**src/hw/cmp_pkg.sv**
```systemverilog
//
// Contract
// - sense format select at 0 gives fixed format sense data with each CHECK CONDITION.
// - sense format select at 1 gives descriptor format sense data with each CHECK CONDITION.
// - with zero-field check disable set, protection checks are skipped when the protect field is 0.
// - queue modifier 0 restricted reorder, 1h free reorder, 8 no reorder, others reserved.
// - queue error policy 00b blocks all tasks while a contingent allegiance is pending; 10b reserved.
// - queue error policy 01b aborts all tasks on CHECK CONDITION and flags other queued initiators.
// - queue error policy 11b aborts the blocked tasks of the initiator getting CHECK CONDITION.
// - tagged queuing stays enabled and the queue disable bit is ignored.
// - owner flag set keeps the application tag untouched; clear lets it change and ignores it.
// - expected tag comes from the tag page when enable, owner, check allowed and advertised.
// - tag page enable clear disables the tag page.
// - reject-unprotected-writes on protected media ends writes without protection in error.
// - the busy timeout field never affects command handling.
// - extended self-test time is reported in seconds in 16 bits, FFFFh meaning that or longer.
// - task set type, task mgmt limit, log bits, report-check, write protect, task aborted read 0.
package cmp_pkg;

    // ************************************************************
    // register map
    // ************************************************************
    localparam logic [3:0] ADDR_PAGE_W0 = 4'h0;
    localparam logic [3:0] ADDR_PAGE_W1 = 4'h4;
    localparam logic [3:0] ADDR_PAGE_W2 = 4'h8;
    localparam logic [3:0] ADDR_STATUS  = 4'hc;
    localparam logic [3:0] ADDR_CONFIG  = 4'h2;

    // ************************************************************
    // page layout
    // ************************************************************
    localparam logic [5:0] PAGE_CODE = 6'h0a;
    localparam logic [7:0] PAGE_LEN  = 8'h0a;
    localparam int BIT_ZERO_FIELD_CHECK_DISABLE  = 3;
    localparam int BIT_DSENSE = 2;
    localparam int QAM_HI     = 7;
    localparam int QAM_LO     = 4;
    localparam int QUEUE_ERROR_POLICY_HI    = 2;
    localparam int QUEUE_ERROR_POLICY_LO    = 1;
    localparam int BIT_ATO    = 7;
    localparam int BIT_APP_TAG_PAGE_ENABLE  = 5;
    localparam int BIT_REJECT_UNPROTECTED_WRITES   = 4;
    localparam int BIT_ADV    = 0;
    localparam int BIT_MEDIA  = 1;
    localparam int BIT_SAVE   = 2;

    // ************************************************************
    // codes
    // ************************************************************
    localparam logic [3:0] QAM_RESTRICTED = 4'h0;
    localparam logic [3:0] QAM_FREE       = 4'h1;
    localparam logic [3:0] QAM_OFF        = 4'h8;
    localparam logic [1:0] QUEUE_ERROR_POLICY_BLOCK     = 2'h0;
    localparam logic [1:0] QUEUE_ERROR_POLICY_ABORT_ALL = 2'h1;
    localparam logic [1:0] QUEUE_ERROR_POLICY_RSVD      = 2'h2;
    localparam logic [1:0] QUEUE_ERROR_POLICY_ABORT_ONE = 2'h3;
    localparam logic [2:0] PROTECT_NONE   = 3'h0;
    localparam logic [15:0] SELFTEST_SEC_DEFAULT = 16'h0e10;
    localparam int NUM_INIT = 8;

    typedef enum logic [1:0] {
        CMP_REORDER_RESTRICTED,
        CMP_REORDER_FREE,
        CMP_REORDER_OFF
    } cmp_reorder_e;

    typedef struct packed {
        logic       valid;
        logic [2:0] initiator;
        logic       is_write;
        logic       has_pi;
        logic [2:0] protect;
    } cmp_cmd_s;

    typedef struct packed {
        logic         valid;
        logic [2:0]   initiator;
        logic         reject;
        logic         check_pi;
        logic         tag_from_page;
        logic         tag_modifiable;
        cmp_reorder_e reorder;
    } cmp_verdict_s;

    typedef struct packed {
        logic       valid;
        logic [2:0] initiator;
    } cmp_cc_s;

    typedef struct packed {
        logic                valid;
        logic                sense_desc;
        logic                abort_all;
        logic                abort_own;
        logic [2:0]          abort_id;
        logic [NUM_INIT-1:0] ua_cleared;
    } cmp_action_s;

endpackage : cmp_pkg

```
**src/hw/cmp_control_page.sv**
```systemverilog
// The implementer's own choices: the plain strobed port and the register offsets.
`timescale 1ns/1ps
module cmp_control_page #(
    parameter logic [15:0] SELFTEST_SEC = cmp_pkg::SELFTEST_SEC_DEFAULT
) (
    // clock and reset
    input  wire logic                        clk,
    input  wire logic                        reset_n,
    input  wire logic                        ce,
    // register port
    input  wire logic [3:0]                  reg_addr,
    input  wire logic [31:0]                 reg_wdata,
    input  wire logic                        reg_wr,
    input  wire logic                        reg_rd,
    output logic      [31:0]                 reg_rdata,
    // command checks
    input  wire cmp_pkg::cmp_cmd_s           cmd_in,
    output cmp_pkg::cmp_verdict_s            verdict,
    // check condition handling
    input  wire cmp_pkg::cmp_cc_s            cc_in,
    input  wire logic [cmp_pkg::NUM_INIT-1:0] queued_mask,
    input  wire logic                        ca_pending,
    output cmp_pkg::cmp_action_s             action,
    output logic                             block_all
);

    // ************************************************************
    // reset release
    // ************************************************************
    logic [1:0] rst_sync_q;
    logic       rst_n;

    always_ff @(posedge clk or negedge reset_n) begin
        if (!reset_n) begin
            rst_sync_q <= 2'h0;
        end else if (ce) begin
            rst_sync_q <= {rst_sync_q[0], 1'b1};
        end
    end
    assign rst_n = rst_sync_q[1];

    // ************************************************************
    // page fields
    // ************************************************************
    logic        dsense_q,  dsense_d;
    logic        zero_field_check_disable_q,   zero_field_check_disable_d;
    logic [3:0]  qam_q,     qam_d;
    logic [1:0]  queue_error_policy_q,    queue_error_policy_d;
    logic        ato_q,     ato_d;
    logic        app_tag_page_enable_q,   app_tag_page_enable_d;
    logic        reject_unprotected_writes_q,    reject_unprotected_writes_d;
    logic [15:0] busy_to_q, busy_to_d;
    logic        adv_q,     adv_d;
    logic        media_q,   media_d;
    logic        save_q,    save_d;
    logic [3:0]  wqam;
    logic [1:0]  wqerr;

    always_comb begin
        dsense_d  = dsense_q;
        zero_field_check_disable_d   = zero_field_check_disable_q;
        qam_d     = qam_q;
        queue_error_policy_d    = queue_error_policy_q;
        ato_d     = ato_q;
        app_tag_page_enable_d   = app_tag_page_enable_q;
        reject_unprotected_writes_d    = reject_unprotected_writes_q;
        busy_to_d = busy_to_q;
        adv_d     = adv_q;
        media_d   = media_q;
        save_d    = save_q;
        wqam      = reg_wdata[cmp_pkg::QAM_HI:cmp_pkg::QAM_LO];
        wqerr     = reg_wdata[cmp_pkg::QUEUE_ERROR_POLICY_HI:cmp_pkg::QUEUE_ERROR_POLICY_LO];
        if (reg_wr) begin
            case (reg_addr)
                cmp_pkg::ADDR_PAGE_W0: begin
                    // byte 2 sits in [15:8], byte 3 in [7:0]; fixed-zero bits are dropped
                    zero_field_check_disable_d  = reg_wdata[8 + cmp_pkg::BIT_ZERO_FIELD_CHECK_DISABLE];
                    dsense_d = reg_wdata[8 + cmp_pkg::BIT_DSENSE];
                    // reserved modifier and policy codes keep the previous values
                    if (wqam == cmp_pkg::QAM_RESTRICTED || wqam == cmp_pkg::QAM_FREE ||
                        wqam == cmp_pkg::QAM_OFF) begin
                        qam_d = wqam;
                    end
                    if (wqerr != cmp_pkg::QUEUE_ERROR_POLICY_RSVD) begin
                        queue_error_policy_d = wqerr;
                    end
                    // queue disable bit is dropped: queuing stays on
                end
                cmp_pkg::ADDR_PAGE_W1: begin
                    // byte 5 in [23:16]
                    ato_d   = reg_wdata[16 + cmp_pkg::BIT_ATO];
                    app_tag_page_enable_d = reg_wdata[16 + cmp_pkg::BIT_APP_TAG_PAGE_ENABLE];
                    reject_unprotected_writes_d  = reg_wdata[16 + cmp_pkg::BIT_REJECT_UNPROTECTED_WRITES];
                end
                cmp_pkg::ADDR_PAGE_W2: begin
                    // stored for read-back only, never consulted
                    busy_to_d = reg_wdata[31:16];
                end
                cmp_pkg::ADDR_CONFIG: begin
                    adv_d   = reg_wdata[cmp_pkg::BIT_ADV];
                    media_d = reg_wdata[cmp_pkg::BIT_MEDIA];
                    save_d  = reg_wdata[cmp_pkg::BIT_SAVE];
                end
                default: begin
                end
            endcase
        end
    end

    always_ff @(posedge clk or negedge reset_n) begin
        if (!reset_n) begin
            dsense_q  <= 1'b0;
            zero_field_check_disable_q   <= 1'b0;
            qam_q     <= cmp_pkg::QAM_RESTRICTED;
            queue_error_policy_q    <= cmp_pkg::QUEUE_ERROR_POLICY_BLOCK;
            ato_q     <= 1'b0;
            app_tag_page_enable_q   <= 1'b0;
            reject_unprotected_writes_q    <= 1'b0;
            busy_to_q <= 16'h0000;
            adv_q     <= 1'b0;
            media_q   <= 1'b0;
            save_q    <= 1'b0;
        end else if (ce) begin
            dsense_q  <= rst_n ? dsense_d : 1'b0;
            zero_field_check_disable_q   <= rst_n ? zero_field_check_disable_d : 1'b0;
            qam_q     <= rst_n ? qam_d : cmp_pkg::QAM_RESTRICTED;
            queue_error_policy_q    <= rst_n ? queue_error_policy_d : cmp_pkg::QUEUE_ERROR_POLICY_BLOCK;
            ato_q     <= rst_n ? ato_d : 1'b0;
            app_tag_page_enable_q   <= rst_n ? app_tag_page_enable_d : 1'b0;
            reject_unprotected_writes_q    <= rst_n ? reject_unprotected_writes_d : 1'b0;
            busy_to_q <= rst_n ? busy_to_d : 16'h0000;
            adv_q     <= rst_n ? adv_d : 1'b0;
            media_q   <= rst_n ? media_d : 1'b0;
            save_q    <= rst_n ? save_d : 1'b0;
        end
    end

    // ************************************************************
    // page image and read port
    // ************************************************************
    logic [7:0]  byte2, byte3, byte5;
    logic [31:0] page_w0, page_w1, page_w2, status_w, config_w;
    logic [31:0] rdata_d, rdata_q;
    logic [15:0] reject_cnt_q, reject_cnt_d;
    logic        block_all_d, block_all_q;

    always_comb begin
        // task set type, mgmt limit, log bits read as zero
        byte2 = 8'h00;
        byte2[cmp_pkg::BIT_ZERO_FIELD_CHECK_DISABLE]  = zero_field_check_disable_q;
        byte2[cmp_pkg::BIT_DSENSE] = dsense_q;
        byte3 = 8'h00;
        byte3[cmp_pkg::QAM_HI:cmp_pkg::QAM_LO]   = qam_q;
        byte3[cmp_pkg::QUEUE_ERROR_POLICY_HI:cmp_pkg::QUEUE_ERROR_POLICY_LO] = queue_error_policy_q;
        // queue disable reads 0: queuing is always on
        byte3[0] = 1'b0;
        byte5 = 8'h00;
        byte5[cmp_pkg::BIT_ATO]   = ato_q;
        byte5[cmp_pkg::BIT_APP_TAG_PAGE_ENABLE] = app_tag_page_enable_q;
        byte5[cmp_pkg::BIT_REJECT_UNPROTECTED_WRITES]  = reject_unprotected_writes_q;
        page_w0  = {save_q, 1'b0, cmp_pkg::PAGE_CODE, cmp_pkg::PAGE_LEN,
                    byte2, byte3};
        page_w1  = {8'h00, byte5, 16'h0000};
        page_w2  = {busy_to_q, SELFTEST_SEC};
        status_w = {reject_cnt_q, 13'h0000, block_all_q, queue_error_policy_q == cmp_pkg::QUEUE_ERROR_POLICY_ABORT_ALL,
                    queue_error_policy_q == cmp_pkg::QUEUE_ERROR_POLICY_ABORT_ONE};
        config_w = {29'h00000000, save_q, media_q, adv_q};
        rdata_d  = 32'h00000000;
        if (reg_rd) begin
            case (reg_addr)
                cmp_pkg::ADDR_PAGE_W0: rdata_d = page_w0;
                cmp_pkg::ADDR_PAGE_W1: rdata_d = page_w1;
                cmp_pkg::ADDR_PAGE_W2: rdata_d = page_w2;
                cmp_pkg::ADDR_STATUS:  rdata_d = status_w;
                cmp_pkg::ADDR_CONFIG:  rdata_d = config_w;
                default:               rdata_d = 32'h00000000;
            endcase
        end
    end

    // ************************************************************
    // per-command decision
    // ************************************************************
    cmp_pkg::cmp_verdict_s verdict_d, verdict_q;
    logic                  pi_check;

    always_comb begin
        // zero protect field with disable set skips the check
        pi_check = cmd_in.has_pi &&
                   !(zero_field_check_disable_q && cmd_in.protect == cmp_pkg::PROTECT_NONE);
        verdict_d                = '0;
        verdict_d.valid          = cmd_in.valid;
        verdict_d.initiator      = cmd_in.initiator;
        verdict_d.check_pi       = pi_check;
        verdict_d.reject         = cmd_in.is_write && !cmd_in.has_pi &&
                                   reject_unprotected_writes_q && media_q;
        verdict_d.tag_modifiable = !ato_q;
        verdict_d.tag_from_page  = app_tag_page_enable_q && ato_q && pi_check && adv_q;
        case (qam_q)
            cmp_pkg::QAM_FREE: verdict_d.reorder = cmp_pkg::CMP_REORDER_FREE;
            cmp_pkg::QAM_OFF:  verdict_d.reorder = cmp_pkg::CMP_REORDER_OFF;
            default:           verdict_d.reorder = cmp_pkg::CMP_REORDER_RESTRICTED;
        endcase
        reject_cnt_d = reject_cnt_q;
        if (verdict_d.valid && verdict_d.reject) begin
            reject_cnt_d = reject_cnt_q + 16'h0001;
        end
    end

    // ************************************************************
    // check condition handling
    // ************************************************************
    cmp_pkg::cmp_action_s        action_d, action_q;
    logic [cmp_pkg::NUM_INIT-1:0] own_bit;

    always_comb begin
        own_bit             = {{(cmp_pkg::NUM_INIT-1){1'b0}}, 1'b1} << cc_in.initiator;
        action_d            = '0;
        action_d.valid      = cc_in.valid;
        action_d.abort_id   = cc_in.initiator;
        // format of the sense data sent with this status
        action_d.sense_desc = dsense_q;
        if (cc_in.valid) begin
            case (queue_error_policy_q)
                cmp_pkg::QUEUE_ERROR_POLICY_ABORT_ALL: begin
                    action_d.abort_all  = 1'b1;
                    action_d.ua_cleared = queued_mask & ~own_bit;
                end
                cmp_pkg::QUEUE_ERROR_POLICY_ABORT_ONE: begin
                    action_d.abort_own = 1'b1;
                end
                default: begin
                end
            endcase
        end
        // holds all tasks only while the allegiance lasts
        block_all_d = ca_pending && queue_error_policy_q == cmp_pkg::QUEUE_ERROR_POLICY_BLOCK;
    end

    always_ff @(posedge clk or negedge reset_n) begin
        if (!reset_n) begin
            rdata_q      <= 32'h00000000;
            verdict_q    <= '0;
            action_q     <= '0;
            block_all_q  <= 1'b0;
            reject_cnt_q <= 16'h0000;
        end else if (ce) begin
            rdata_q      <= rst_n ? rdata_d : 32'h00000000;
            verdict_q    <= rst_n ? verdict_d : '0;
            action_q     <= rst_n ? action_d : '0;
            block_all_q  <= rst_n ? block_all_d : 1'b0;
            reject_cnt_q <= rst_n ? reject_cnt_d : 16'h0000;
        end
    end

    assign reg_rdata = rdata_q;
    assign verdict   = verdict_q;
    assign action    = action_q;
    assign block_all = block_all_q;

endmodule : cmp_control_page

```
**config.mk**
```make
export PLATFORM = sky130hd
export DESIGN_NAME = cmp_control_page
export DESIGN_NICKNAME = d
export VERILOG_FILES = /design/src/hw/cmp_pkg.sv /design/src/hw/cmp_control_page.sv
export SDC_FILE = /design/constraint.sdc
export NUM_CORES = 1
export LEC_CHECK = 0
export ABC_AREA = 1
export BUFFER_PORTS_ARGS = -buffer_cell sky130_fd_sc_hd__buf_2
export CORE_UTILIZATION = 44
export CTS_BUF_LIST = sky130_fd_sc_hd__clkbuf_16
export CTS_CLUSTER_DIAMETER = 120
export CTS_CLUSTER_SIZE = 20
export DETAILED_ROUTE_END_ITERATION = 12
export GPL_ROUTABILITY_DRIVEN = 0
export GPL_TIMING_DRIVEN = 0
export PLACE_DENSITY = 0.8
export SYNTH_ARGS = -nofsm -noshare
export SYNTH_HDL_FRONTEND = slang
export SYNTH_SLANG_ARGS = --single-unit
```
**constraint.sdc**
```tcl
create_clock -name clk -period 1.8 [get_ports clk]
set_input_delay 0.36 -clock clk [delete_from_list [all_inputs] [get_ports clk]]
set_output_delay 0.36 -clock clk [all_outputs]
set_load 0.01 [all_outputs]
```
==> run metrics, run 1 <==
vias per cell 5.29; clock network power share 0.350; GR met1 Demand/Resource 0.280; Post-Synth Adder-Cell Area 0.00263; Syn Inst Count 585; Area Overhead vs Synth 21.8%; Resize count post-CTS 0; mapped cell area 0.00475 mm2; port bufs 107; Post-Synth XOR/XNOR Area 0.00184; simple-gate share of the synthesized area 0.254; DRT iter0 DRCs 493; met3 Track Usage GR 0.0386; initial antenna violation count 0; Root Driver clkbuf_16; Yosys cell types 36; Post-DP HPWL 9.12 mm; failing checks negative hold slack; CTS tree built; internal power 3740 uW; GR Util All Layers 0.233; most common cell after layout, fill and taps aside nand2_1; PD cells 919 mW/mm2; post-route cell area 0.00579 mm2; Net Sw Frac 0.298; wire length per cell 14.8 um; critical path class register to register; depth of the CTS H-tree 3; CTS Buffer Depth 2; Num CTS Buffers 9; Yosys reg bits 100; pin count of the biggest net entering global routing 61; setup violators final 0; Worst slew margin 0.549; fin cells 850; Post-Syn Area per Cell 8.12 um2; width of the chip 106 um; global routing's busiest layer met2; CTS sink cnt 100; Starting Density 0.456; vias in the first global route 4369; nets@finish 773; Pre-antenna DRT Iters 5; Compound-Gate Fraction of Synth Area 0.132; Worst-Margin Slew 676 ps; Max IR drop VDD 0.559 mV; largest family of logic cells by synthesized area simple AND/OR/NAND/NOR gates; total of max-cap violations 0; sequential share of power 0.501; io pins 121; via count 4499; maximum fanout along the worst path 9; Post-Place Cell Area 0.00551 mm2; status finished, violations left; worst path required time 2030 ps; ANT cells 0; Synth Warn # 0; Die Ht 106 um; LEAKAGE 0.00307 uW; cts hold-fix bufs 0; dpl cells 834; power share of the combinational group 0.148; Startpoint Class register; first-pass GRT wire length 20.3 mm; clock-pin slew on the worst setup and hold paths 80 ps; share of cells above drive strength 1 0.232; met2 Use GR 0.414; Rows 37; Hold WC Path Type input pin to async pin; Post CTS Setup Buffer Count 0; part of the cycle the worst path needs 0.857; Core Area 0.0104 mm2; CP Capture Type register; worst endpoint data arrival time 1770 ps; total wire length 12.6 mm; fmax 0.648 GHz; WHS -19.6 ps; gr ovfl total 0; mux cell area share after synthesis 0; clk_lat worst skew 350 ps; commonest cells after routing, fill and taps aside nand2_1 (201), buf_2 (115), dfrtp_1 (100); Psw 1590 uW; sequential share of the synthesized area 0.527; Worst Clk Skew 10.5 ps; remaining antenna violation count after routing 0; die area 0.0112 mm2; fin. max-slew vios 0; DR DRC count 0; RSZ-0062 raised after global routing false; Tmin final 1540 ps; Final Hold Fails 15
==> registers in the layout (all words and copies together), names as in the netlist <==
signal,flops
ato_q,1
block_all,1
app_tag_page_enable_q,1
save_q,1
dsense_q,1
qam_q,4
queue_error_policy_q,2
adv_q,1
rst_sync_q,2
reg_rdata,26
busy_to_q,16
media_q,1
zero_field_check_disable_q,1
reject_cnt_q,16
action,15
reject_unprotected_writes_q,1
verdict,10
==> area by class of cell <==
cell class	count	area, um2
Inverter	60	226
Sequential cell	100	2500
Clock inverter	7	57.6
Fill cell	965	4630
Buffer	27	163
Tap cell	136	170
Clock buffer	9	225
Timing Repair Buffer	108	566
Multi-Input combinational cell	403	1880
==> kinds of logic after synthesis <==
kind of cell    Yosys count
fa+ha+maj                 1
flops                   100
simple gates            290
xor+xnor                  1
other cells               1
buf+inv                  87
compound gates          105
==> metal layers <==
metal | share of wire | routed length, um | up-vias
met5 | 0 | 0 | -
met4 | 0.023 | 288 | 0
met3 | 0.061 | 771 | 27
met2 | 0.50 | 6260 | 197
met1 | 0.42 | 5270 | 2131
li1 | - | - | 2144
==> Yosys cell counts (all sizes together) <==
cell type	count	share of area
a21oi	6	0.012
a22o	7	0.013
a32o	1	0.0021
buf	20	0.028
clkbuf	7	0.0058
clkinv	1	0.0011
conb	1	0.00079
dfrtp	100	0.53
ha	1	0.0026
inv	59	0.047
nand2	205	0.17
nand3	44	0.046
nand4	12	0.016
nor2	24	0.020
nor3	3	0.0042
o21a	1	0.0016
o21ai	73	0.079
o21bai	3	0.0047
o221ai	1	0.0018
o22ai	11	0.014
o31ai	2	0.0032
or2	2	0.0026
xor2	1	0.0018
==> path summary, 6_finish.rpt <==
| check | start | slack (ps) | cells after the start | endpoint |
|---|---|---|---|---|
| min in group clk | cmd_in[6] | 230 | 2 | verdict[7]$_DFFE_PN0P_ |
| worst max-delay path | rst_sync_q[1]$_DFFE_PN0P_ | 260 | 5 | action[3]$_DFFE_PN0P_ |
| worst max register to register | rst_sync_q[1]$_DFFE_PN0P_ | 260 | 5 | action[3]$_DFFE_PN0P_ |
| worst min register to register | reg_rdata[1]$_DFFE_PN0P_ | 480 | 2 | reg_rdata[1]$_DFFE_PN0P_ |
| max in group asynchronous | reset_n | 1130 | 2 | reject_cnt_q[14]$_DFFE_PN0P_ |
| worst min-delay path | reset_n | -20 | 1 | reg_rdata[5]$_DFFE_PN0P_ |
==> power by group through the flow <==
stage	registers, uW	clock network (uW)	logic, uW
2_1_floorplan	2690	0	447
3_3_place_gp	2700	0	746
3_5_place_dp	2700	0	781
4_1_cts	2660	1890	791
5_1_grt	2700	1970	888
6_report	2670	1860	789
==> critical path, cell delays in order (launching register included) <==
cell and delay [ps]:
dfrtp_1 340, buf_4 170, nand2_2 70, clkinv_2 140
nand4_1 320, o21ai_0 370
==> metrics by stage <==
| step | TNS (ps) | setup slack (ps) | utilization | power, uW |
|---|---|---|---|---|
| after global routing | 0 | 181 | 0.556 | 5550 |
| after global placement | -60360 | -607 | 0.526 | 3440 |
| after CTS | 0 | 240 | 0.556 | 5350 |
| after detailed placement | 0 | 124 | 0.529 | 3480 |
| after floorplan | 0 | 539 | - | 3140 |
| final | 0 | 257 | 0.556 | 5320 |
Power figures use the tool's default switching activity.
==> run 2, diff against run 1 <==
==> constraint.sdc (replaced) <==
create_clock -name clk -period 1.8 [get_ports clk]
set_input_delay 0.27 -clock clk [delete_from_list [all_inputs] [get_ports clk]]
set_output_delay 0.27 -clock clk [all_outputs]
set_load 0.01 [all_outputs]
==> run 2 against run 1 <==
Net effect:
- the run now ends clean
- sequential cell count unchanged
- clock-buffer cell count stayed put
- largest cell class unchanged
- wire length increased by 0.19%
- sequential power is essentially flat
- via count rose by 0.13%
- final cell count increased by 0.12%
- global-route usage about the same
- combinational power barely moved
- maximum frequency rose by 0.54%
- first-iteration DRC count rose by 6.7%
- die area stayed put
==> run metrics, run 2 (same netlist as run 1, synthesis figures left out) <==
CP Capture Type register; area of the multi-input gates 0.00188 mm2; depth of the CTS H-tree 3; width of the chip 106 um; initial antenna violation count 0; pre-CTS setup slack 214 ps; worst endpoint data arrival time 1770 ps; pin count of the biggest net entering global routing 61; clock-pin slew on the worst setup and hold paths 80 ps; setup violators final 0; worst path required time 2030 ps; Root Driver clkbuf_16; Hold WC Path Type input pin to register; final core occ 0.557; DRT iter0 DRCs 526; vias in the first global route 4381; total negative slack 0 ps; Area Overhead vs Synth 22.0%; fmax 0.652 GHz; CTS tree built; die area 0.0112 mm2; most common cell after layout, fill and taps aside nand2_1; Final WS setup 265 ps; via count 4505; Pre-antenna DRT Iters 5; Die Ht 106 um; Max stage delay on crit path 370 ps; Max IR drop VDD 0.562 mV; Crit-path slowest cell o21ai_0; total wire length 12.6 mm; CP delay by family, top simple AND/OR/NAND/NOR gates; WP buf/inv 2; max reg flops 26; RSZ-0062 raised after global routing false; status finished clean; Worst-Margin Slew 667 ps; ANT cells 0; DR DRC count 0; part of the cycle the worst path needs 0.853; CP Cell Sequence buf_4 -> nand2_2 -> clkinv_2 -> nand4_1 -> o21ai_0; nets@finish 774; clk_lat worst skew 350 ps; CTS sink cnt 100; sequential cell area 0.00250 mm2; remaining antenna violation count after routing 0; Post CTS Setup Buffer Count 0; Post-DP HPWL 9.12 mm; Startpoint Class register; Worst slew margin 0.555; Num CTS Buffers 9; Tmin final 1530 ps; Final Hold Fails 0; FILL cells 964; R2R Setup Slk 270 ps; PD cells 920 mW/mm2; port bufs 107; Rows 37; Worst Clk Skew 11.6 ps; gr ovfl total 0; fin. max-slew vios 0; LEAKAGE 0.00308 uW; commonest cells after routing, fill and taps aside nand2_1 (201), buf_2 (115), dfrtp_1 (100); Overall Power 5330 uW; share of cells above drive strength 1 0.232; Core Area 0.0104 mm2; io pins 121; vias per cell 5.29; critical path class register to register; Starting Density 0.456; maximum fanout along the worst path 9; CTS Buffer Depth 2; wire length per cell 14.8 um; total of max-cap violations 0; GR Util All Layers 0.233; first-pass GRT wire length 20.3 mm
[run 2: path summary, 6_finish.rpt]
check | from | endpoint | cells past startpoint
max | rst_sync_q[1]$_DFFE_PN0P_ | action[3]$_DFFE_PN0P_ | 5
min | cmd_in[6] | verdict[7]$_DFFE_PN0P_ | 2
max reg2reg | rst_sync_q[1]$_DFFE_PN0P_ | action[3]$_DFFE_PN0P_ | 5
min reg2reg | reg_rdata[18]$_DFFE_PN0P_ | reg_rdata[18]$_DFFE_PN0P_ | 2
max in group asynchronous | reset_n | reject_cnt_q[14]$_DFFE_PN0P_ | 3
min in group asynchronous | reset_n | reg_rdata[5]$_DFFE_PN0P_ | 2
[run 2: power breakdown]
| group | switching (uW) | leakage (uW) | total [uW] | internal [uW] |
|---|---|---|---|---|
| Combinational | 498 | 0.00161 | 790 | 291 |
| Clock | 916 | 0.000135 | 1880 | 960 |
| Sequential | 181 | 0.00133 | 2670 | 2490 |
[run 2: cell type report]
type / count / share of cell area
plain buffers: 27 / 0.0280
clock buffers: 9 / 0.0388
clock inverters: 7 / 0.00992
inverters: 60 / 0.0391
multi-input cells: 403 / 0.324
flip-flops and latches: 100 / 0.431
well taps: 136 / 0.0293
repair buffers: 109 / 0.0992
[run 2: repair_timing]
action | 4_1_cts | 5_1_grt
hold buffers | 1 | 0
endpoints found under the hold margin | 40 | 0
gates resized for setup | 0 | 0
[run 2: metal layers]
metal | GRT usage | vias to the layer above | routed length [um]
met5 | 0 | - | 0
met4 | 0.0942 | 0 | 272
met3 | 0.0386 | 24 | 904
met2 | 0.415 | 193 | 6300
met1 | 0.280 | 2143 | 5140
li1 | - | 2145 | -
[run 2: per-stage QoR]
| step | hold slack (ps) | cell area [um2] | cells |
|---|---|---|---|
| after global routing | 150 | 5800 | 851 |
| after CTS | 137 | 5800 | 851 |
| after global placement | 451 | 5480 | 833 |
| after detailed placement | 291 | 5510 | 834 |
| after floorplan | -25.6 | 4770 | 590 |
| final | 137 | 5800 | 851 |
